$ cat config.mk
export PLATFORM = sky130hd
export DESIGN_NAME = ptig_top
export DESIGN_NICKNAME = d
export VERILOG_FILES = /design/src/logic/ptig_pkg.sv /design/src/logic/ptig_rate_div.sv /design/src/logic/ptig_irq.sv /design/src/logic/ptig_top.sv
export SDC_FILE = /design/constraint.sdc
export NUM_CORES = 1
export LEC_CHECK = 0
export BUFFER_PORTS_ARGS = -buffer_cell sky130_fd_sc_hd__clkbuf_2
export CAP_MARGIN = 20
export CORE_MARGIN = 3
export CORE_UTILIZATION = 57
export CTS_CLUSTER_SIZE = 40
export DETAILED_ROUTE_END_ITERATION = 10
export GPL_TIMING_DRIVEN = 0
export PLACE_DENSITY = 0.86
export SETUP_SLACK_MARGIN = 0.15
export SYNTH_ARGS = -nofsm -noshare
export SYNTH_HDL_FRONTEND = slang
export SYNTH_SLANG_ARGS = --single-unit
$ cat constraint.sdc
create_clock -name clk_sys_in -period 3.6 [get_ports clk_sys_in]
set_input_delay 0.18 -clock clk_sys_in [delete_from_list [all_inputs] [get_ports clk_sys_in]]
set_output_delay 0.18 -clock clk_sys_in [all_outputs]
set_load 0.02 [all_outputs]
$ cat src/logic/ptig_pkg.sv
// Shared constants and types for the periodic tick interrupt generator.
package ptig_pkg;

  // System clock period and the base time unit that every tick period is built from.
  localparam int unsigned CLK_PERIOD_NS = 100;
  localparam int unsigned UNIT_TIME_NS  = 10000;
  localparam int unsigned UNIT_CYC      = UNIT_TIME_NS / CLK_PERIOD_NS;
  localparam int unsigned UNIT_HALF_CYC = UNIT_CYC / 2;

  // Shortest tick period in microseconds and longest in seconds.
  localparam int unsigned MIN_PERIOD_US = 10;
  localparam int unsigned MAX_PERIOD_S  = 1200;

  localparam int unsigned STRAP_W  = 6;
  localparam int unsigned PERIOD_W = 27;
  localparam int unsigned PRE_W    = 7;
  localparam int unsigned SYNC_N   = 2;

  // Reset values.
  localparam logic [STRAP_W-1:0]  STRAP_RST  = 6'h00;
  localparam logic [PERIOD_W-1:0] PERIOD_RST = 27'h0000001;
  localparam logic [PRE_W-1:0]    PRE_RST    = 7'h00;

  // Period used for the seven codes that do not name a rate of their own.
  localparam logic [PERIOD_W-1:0] PERIOD_SPARE = 27'h3e8;

  typedef enum logic [1:0] {
    PTIG_IDLE    = 2'b01,
    PTIG_PENDING = 2'b10
  } ptig_irq_state_t;

  // Output of the time base: one pulse per period and the free-running square wave.
  typedef struct packed {
    logic tick;
    logic clk_level;
  } ptig_tick_t;

endpackage : ptig_pkg

$ cat src/logic/ptig_rate_div.sv
// Free-running divider that turns the selected period into ticks and a square wave.
module ptig_rate_div (
  input  wire logic                            clk_sys_in,
  input  wire logic                            rstn_in,
  input  wire logic                            restart_in,
  input  wire logic [ptig_pkg::PERIOD_W-1:0]   period_in,
  output ptig_pkg::ptig_tick_t                 tick_out
);
  import ptig_pkg::*;

  logic [PRE_W-1:0]    pre_r;
  logic [PRE_W-1:0]    pre_nxt;
  logic [PERIOD_W-1:0] unit_r;
  logic [PERIOD_W-1:0] unit_nxt;
  logic                pre_wrap;
  logic                unit_wrap;
  logic                half_bit;
  logic [PERIOD_W:0]   half_pos;

  assign pre_wrap  = (pre_r == PRE_W'(UNIT_CYC - 1));
  assign unit_wrap = (unit_r >= period_in - PERIOD_W'(1));
  assign pre_nxt   = pre_wrap ? PRE_RST : pre_r + PRE_W'(1);
  assign unit_nxt  = !pre_wrap ? unit_r : (unit_wrap ? '0 : unit_r + PERIOD_W'(1));
  assign half_bit  = (pre_r >= PRE_W'(UNIT_HALF_CYC));
  assign half_pos  = {unit_r, half_bit};

  // The count never stops for enable or acknowledge, so the wave and ticks stay steady.
  always_ff @(posedge clk_sys_in) begin
    if (!rstn_in || restart_in) begin
      pre_r              <= PRE_RST;
      unit_r             <= '0;
      tick_out.tick      <= 1'b0;
      tick_out.clk_level <= 1'b0;
    end else begin
      pre_r              <= pre_nxt;
      unit_r             <= unit_nxt;
      tick_out.tick      <= pre_wrap && unit_wrap;
      tick_out.clk_level <= (half_pos < {1'b0, period_in});
    end
  end

endmodule : ptig_rate_div

$ cat src/logic/ptig_irq.sv
// Pending-request state machine for the level 6 tick interrupt.
module ptig_irq (
  input  wire logic clk_sys_in,
  input  wire logic rstn_in,
  input  wire logic tick_in,
  input  wire logic enable_in,
  input  wire logic ack_in,
  output logic      pending_out
);
  import ptig_pkg::*;

  ptig_irq_state_t state_r;
  ptig_irq_state_t state_nxt;

  // A tick in the acknowledge cycle keeps the request, so no period is lost.
  always_comb begin
    state_nxt = state_r;
    case (state_r)
      PTIG_IDLE: begin
        if (enable_in && tick_in) begin
          state_nxt = PTIG_PENDING;
        end
      end
      PTIG_PENDING: begin
        if (!enable_in) begin
          state_nxt = PTIG_IDLE;
        end else if (ack_in && !tick_in) begin
          state_nxt = PTIG_IDLE;
        end
      end
      default: begin
        state_nxt = PTIG_IDLE;
      end
    endcase
  end

  always_ff @(posedge clk_sys_in) begin
    if (!rstn_in) begin
      state_r <= PTIG_IDLE;
    end else begin
      state_r <= state_nxt;
    end
  end

  assign pending_out = (state_r == PTIG_PENDING);

endmodule : ptig_irq

$ cat src/logic/ptig_top.sv
// Top of the periodic tick interrupt generator: pin capture, rate table and outputs.
//
// How it works
// - Raise a level 6 autovectored request once per tick period while enabled.
// - Tick periods range from 10 microseconds up to 20 minutes.
// - Six straps pick the rate; 57 of 64 codes give distinct rates.
// - Enable line is active low; high suppresses, low allows tick requests.
// - The level 6 acknowledge vector fetch clears the pending request in hardware.
// - First request after enable comes at once or within one full period.
// - The time base runs free, never aligned to enable or system timing.
// - Requests continue at the chosen rate until reset or enable goes high.
// - A free-running clock at tick frequency always drives the port timer input.
// - The timer clock path is untouched by enable and acknowledge.
module ptig_top (
  input  wire logic                         clk_sys_in,
  input  wire logic                         rstn_in,
  input  wire logic [ptig_pkg::STRAP_W-1:0] rate_select_straps_in,
  input  wire logic                         tick_enable_n_in,
  input  wire logic                         iack6_in,
  output logic                              irq6_n_out,
  output logic                              port_timer_clock_in_out
);
  import ptig_pkg::*;

  // Rate table: code to period in 10 us units. Codes 57 to 63 have no rate of their own.
  function automatic logic [PERIOD_W-1:0] ptig_period(input logic [STRAP_W-1:0] code);
    logic [PERIOD_W-1:0] p;
    p = PERIOD_SPARE;
    case (code)
      6'h00: p = 27'h1;
      6'h01: p = 27'h2;
      6'h02: p = 27'h3;
      6'h03: p = 27'h4;
      6'h04: p = 27'h5;
      6'h05: p = 27'h6;
      6'h06: p = 27'ha;
      6'h07: p = 27'hc;
      6'h08: p = 27'h14;
      6'h09: p = 27'h1e;
      6'h0a: p = 27'h28;
      6'h0b: p = 27'h32;
      6'h0c: p = 27'h3c;
      6'h0d: p = 27'h64;
      6'h0e: p = 27'h78;
      6'h0f: p = 27'hc8;
      6'h10: p = 27'h12c;
      6'h11: p = 27'h190;
      6'h12: p = 27'h1f4;
      6'h13: p = 27'h258;
      6'h14: p = 27'h3e8;
      6'h15: p = 27'h4b0;
      6'h16: p = 27'h7d0;
      6'h17: p = 27'hbb8;
      6'h18: p = 27'hfa0;
      6'h19: p = 27'h1388;
      6'h1a: p = 27'h1770;
      6'h1b: p = 27'h2710;
      6'h1c: p = 27'h2ee0;
      6'h1d: p = 27'h4e20;
      6'h1e: p = 27'h7530;
      6'h1f: p = 27'h9c40;
      6'h20: p = 27'hc350;
      6'h21: p = 27'hf424;
      6'h22: p = 27'h186a0;
      6'h23: p = 27'h1d4c0;
      6'h24: p = 27'h30d40;
      6'h25: p = 27'h493e0;
      6'h26: p = 27'h61a80;
      6'h27: p = 27'h7a120;
      6'h28: p = 27'h927c0;
      6'h29: p = 27'hf4240;
      6'h2a: p = 27'h124f80;
      6'h2b: p = 27'h1e8480;
      6'h2c: p = 27'h2dc6c0;
      6'h2d: p = 27'h3d0900;
      6'h2e: p = 27'h4c4b40;
      6'h2f: p = 27'h5b8d80;
      6'h30: p = 27'h989680;
      6'h31: p = 27'hb71b00;
      6'h32: p = 27'h1312d00;
      6'h33: p = 27'h1c9c380;
      6'h34: p = 27'h2625a00;
      6'h35: p = 27'h2faf080;
      6'h36: p = 27'h3938700;
      6'h37: p = 27'h5f5e100;
      6'h38: p = 27'h7270e00;
      default: p = PERIOD_SPARE;
    endcase
    return p;
  endfunction : ptig_period

  // Two-stage capture for every pin; stage one is read by stage two only.
  localparam int unsigned PIN_W = STRAP_W + 2;

  logic [PIN_W-1:0] pin_raw;
  logic [PIN_W-1:0] meta_r;
  logic [PIN_W-1:0] sync_r;

  assign pin_raw = {iack6_in, tick_enable_n_in, rate_select_straps_in};

  genvar gi;
  generate
    for (gi = 0; gi < PIN_W; gi++) begin : g_sync
      always_ff @(posedge clk_sys_in) begin
        if (!rstn_in) begin
          meta_r[gi] <= (gi == STRAP_W) ? 1'b1 : 1'b0;
          sync_r[gi] <= (gi == STRAP_W) ? 1'b1 : 1'b0;
        end else begin
          meta_r[gi] <= pin_raw[gi];
          sync_r[gi] <= meta_r[gi];
        end
      end
    end
  endgenerate

  logic [STRAP_W-1:0] strap_sync;
  logic               enable_n_sync;
  logic               iack_sync;

  assign strap_sync    = sync_r[STRAP_W-1:0];
  assign enable_n_sync = sync_r[STRAP_W];
  assign iack_sync     = sync_r[STRAP_W+1];

  // The straps are held in a register so the divider sees a steady period.
  logic [STRAP_W-1:0]  strap_r;
  logic                strap_valid_r;
  logic                strap_changed;
  logic [PERIOD_W-1:0] period_r;
  logic [PERIOD_W-1:0] period_nxt;

  assign strap_changed = strap_valid_r && (strap_sync != strap_r);
  assign period_nxt    = ptig_period(strap_sync);

  always_ff @(posedge clk_sys_in) begin
    if (!rstn_in) begin
      strap_r       <= STRAP_RST;
      strap_valid_r <= 1'b0;
      period_r      <= PERIOD_RST;
    end else begin
      strap_r       <= strap_sync;
      strap_valid_r <= 1'b1;
      period_r      <= period_nxt;
    end
  end

  // Restarting on a new code avoids one wildly long period after a jumper move.
  logic restart;

  assign restart = strap_changed || !strap_valid_r;

  // The time base ignores enable entirely, so the first tick lands anywhere in a period.
  ptig_tick_t tb;

  ptig_rate_div u_rate_div (
    .clk_sys_in (clk_sys_in),
    .rstn_in    (rstn_in),
    .restart_in (restart),
    .period_in  (period_r),
    .tick_out   (tb)
  );

  // Acknowledge acts on its rising edge so a long vector fetch clears only once.
  logic iack_d_r;
  logic ack_edge;
  logic enabled;

  assign ack_edge = iack_sync && !iack_d_r;
  assign enabled  = !enable_n_sync;

  always_ff @(posedge clk_sys_in) begin
    if (!rstn_in) begin
      iack_d_r <= 1'b0;
    end else begin
      iack_d_r <= iack_sync;
    end
  end

  logic pending;

  ptig_irq u_irq (
    .clk_sys_in  (clk_sys_in),
    .rstn_in     (rstn_in),
    .tick_in     (tb.tick),
    .enable_in   (enabled),
    .ack_in      (ack_edge),
    .pending_out (pending)
  );

  // Both outputs leave through flip-flops so no decode glitch reaches a pin.
  always_ff @(posedge clk_sys_in) begin
    if (!rstn_in) begin
      irq6_n_out              <= 1'b1;
      port_timer_clock_in_out <= 1'b0;
    end else begin
      irq6_n_out              <= !pending;
      port_timer_clock_in_out <= tb.clk_level;
    end
  end

endmodule : ptig_top

==> impl_metrics.yaml <==
logic_synthesis:
  synth.area.top_cells: "dfxtp_1 32%, ha_1 13%, xnor2_1 4.9%, a21oi_1 4.2%, xor2_1 4.1%"
  yosysSeqAreaShare_pct: 31.5
  async_reset_ff_share_pct: 0
  synth_nets: 777
  synth_top_area_share_pct: 31.5
  synth_area_per_cell_um2: 8.18
  synth-seq-cells: 91
  ys_types: 59
  synth_cells: 706
  synth_edf_count: 0
  synthFlopType: "dfxtp_1"
  synth_area_mm2: 0.00578
  synth_warnings: 0
  synth_top_area_cell: "dfxtp_1"
timing:
  hold_viol: 0
  tns_ns: -3.71
  worst_pin_slew_ns: 0.713
  relSlewSlack_pct: 52.5
  fin_skew_ns: 0.0116
  rsz0062_at_grt: "true"
  setup_violations: 28
  setup_ws_ns: -0.183
  fin_hold_ws_ns: 0.418
  finalCritPeriodShare_pct: 105
  slew_viol_final: 0
  layout_min_cycle_time_ns: 3.78
  fmax_mhz: 264
power_and_ir_drop:
  irDropWorstVdd_uv: 205
  power_density_mw_per_mm2: 322
  power_mw: 2.12
  p_leak_nw: 2.58
final_layout:
  fill_cells: 797
  drive_above_1_share_pct: 11.2
  seqCellArea_mm2: 0.00183
  final_cell_count_no_fill: 886
  syn2layout_area_growth_pct: 13.9
  diodes: 0
  final_nets: 820
  multi_input_area_mm2: 0.00384
clock_network:
  cts_tree: "built"
  worstSkewPairLatency_ns: 0.39
  cts.path.max_buffers: 2
  cts.clk_slew.worst_paths_ns: 0.09
  cts_buffers: 9
  cts_max_level: 3
  cts.sink_count: 91
  cts-root-buf: "clkbuf_8"
detailed_routing:
  vias_per_cell: 6.26
  firstDrtPassIters: 5
  finalWirelength_um: 16100
  drt_iter0_drc: 493
  post-route-drc-count: 0
  postRouteAntennaNets: 0
  wire_per_inst_um: 18.2
  route.vias.total: 5543
hold_path:
  hold_class: "reg -> reg"
outcome:
  failed_checks: "setup timing"
  status: "complete, but fails checks"
die:
  core_area_mm2: 0.00982
  start_util_pct: 58.8
  die_height_um: 107
  die-width_um: 107
  num_io_pins: 12
  die-area_mm2: 0.0114
  rows: 36
global_route:
  antenna_found_initial: 0
  grt_pass1_vias: 5597
  grtUsageMet1_pct: 33.5
  grt_pass1_wl_um: 26300
  grtUsageMet3_pct: 7.47
  grtUsageTotal_pct: 28.8
  met2_usage_pct: 47.8
  top_usage_layer: "met2"
  grt_max_degree: 17
  overflow: 0
critical_path:
  cp_data_required_time_ns: 3.90
  critical_path_class: "reg -> reg"
  crit_path_start_kind: "flip-flop"
  arrival_ns: 4.08
  cp-end-kind: "flip-flop"
  crit_path_max_fanout: 5
place:
  preCtsSetupSlack_ns: -0.461
  place.gp.congestion: 1.03
  hpwlAfterDp_um: 11500
  placed_cells: 850
  port_buffers: 11
run:
  cap_viol_max_count: 0
critical path, stage by stage (launching register included):
cell and delay (ns):
dfxtp_2 0.35, nor4_4 0.32, nand4_2 0.16, or4_4 0.46
nor3_4 0.19, nand2_2 0.10, nor4_4 0.23, xnor2_1 0.11
ha_2 0.18, a21o_1 0.17, a221o_1 0.34, nand2_1 0.07
o211ai_1 0.16, a211oi_4 0.39, nor2_4 0.11, clkbuf_8 0.18
nor3_1 0.19
area by class of cell:
type                    instances  area share, %
repair buffers                 32           3.69
inverters                      37           2.11
clock inverters                 6           1.12
well taps                     133           2.53
clock buffers                   9           1.88
plain buffers                  36           2.41
flip-flops and latches         91           27.8
multi-input cells             542           58.4
layout by cell type, fill, tap and decap left out, drive strengths merged, types with 5 or more instances in the layout:
cell,count
nor4,8
nand2b,6
nor2b,8
inv,39
dfxtp,91
xnor2,32
ha,61
o21ai,34
nor2,45
nand4,22
and4,5
and2,28
nor3,44
dlygate4sd3,9
and3,13
a21o,13
a31oi,6
buf,19
clkbuf,49
nand3,24
xor2,27
a211oi,6
a21oi,49
nand2,61
a21boi,6
state kept, by name, summed over array words and instances (netlist names):
signal and cells:
u_irq.state_r 2, u_rate_div.unit_r 27, irq6_n_out 1, u_rate_div.tick_out 2, strap_valid_r 1, iack_sync 1
u_rate_div.pre_r 7, strap_r 6, strap_sync 6, port_timer_clock_in_out 1, enable_n_sync 1, meta_r 8
iack_d_r 1, period_r 27
metal layers:
layer	wire length, um	vias to the layer above	share of wire, %
met5	0	-	0
met4	749	0	4.6
met3	1380	80	8.5
met2	7530	329	47
met1	6480	2538	40
li1	-	2596	-
cells by family after synthesis:
kind of cell	count (synthesis)	share of synthesized area, %
AO/OA/AOI/OAI	147	15.9
XOR/XNOR	59	8.95
adder cells (fa/ha/maj)	61	13.2
buffers and inverters	73	4.79
flip-flops	91	31.5
AND/OR/NAND/NOR	275	25.6
power by group:
part	switching (mW)	total (mW)	internal (mW)
logic	0.215	0.357	0.142
registers	0.0166	1.04	1.03
clock network	0.393	0.720	0.327
cells in the mapped netlist, types with 8 or more instances:
library cell  count
dfxtp_1          91
ha_1             61
nand2_1          61
a21oi_1          49
nor2_1           45
nor3_1           41
inv_1            36
o21ai_0          34
xnor2_1          32
clkbuf_1         30
and2_1           28
xor2_1           27
nand3_1          23
nand4_1          21
a21o_1           13
and3_1           13
nor2b_1           8
metrics by stage:
step	instance area, um^2	utilization, %
2_1_floorplan	5810	-
3_3_place_gp	6030	61.4
3_5_place_dp	6030	61.4
4_1_cts	6470	65.9
5_1_grt	6580	67.0
6_report	6580	67.0
timing repair:
item,CTS,global route
setup buffers,10,1
hold endpoints to repair,9,0
pin swaps,11,9
hold buffers,9,0
endpoints found under the setup margin,28,28
cloned,1,0
resized for setup,15,22
worst paths after layout:
check	start	cells after the start	to	slack (ns)
setup / recovery	period_r[4]	16	u_rate_div.unit_r[6]	-0.18
hold / removal	meta_r[6]	1	enable_n_sync	0.42
setup reg to reg	period_r[4]	16	u_rate_div.unit_r[6]	-0.18
hold reg to reg	meta_r[6]	1	enable_n_sync	0.42
Note: power is estimated with default switching activity, not from simulation.
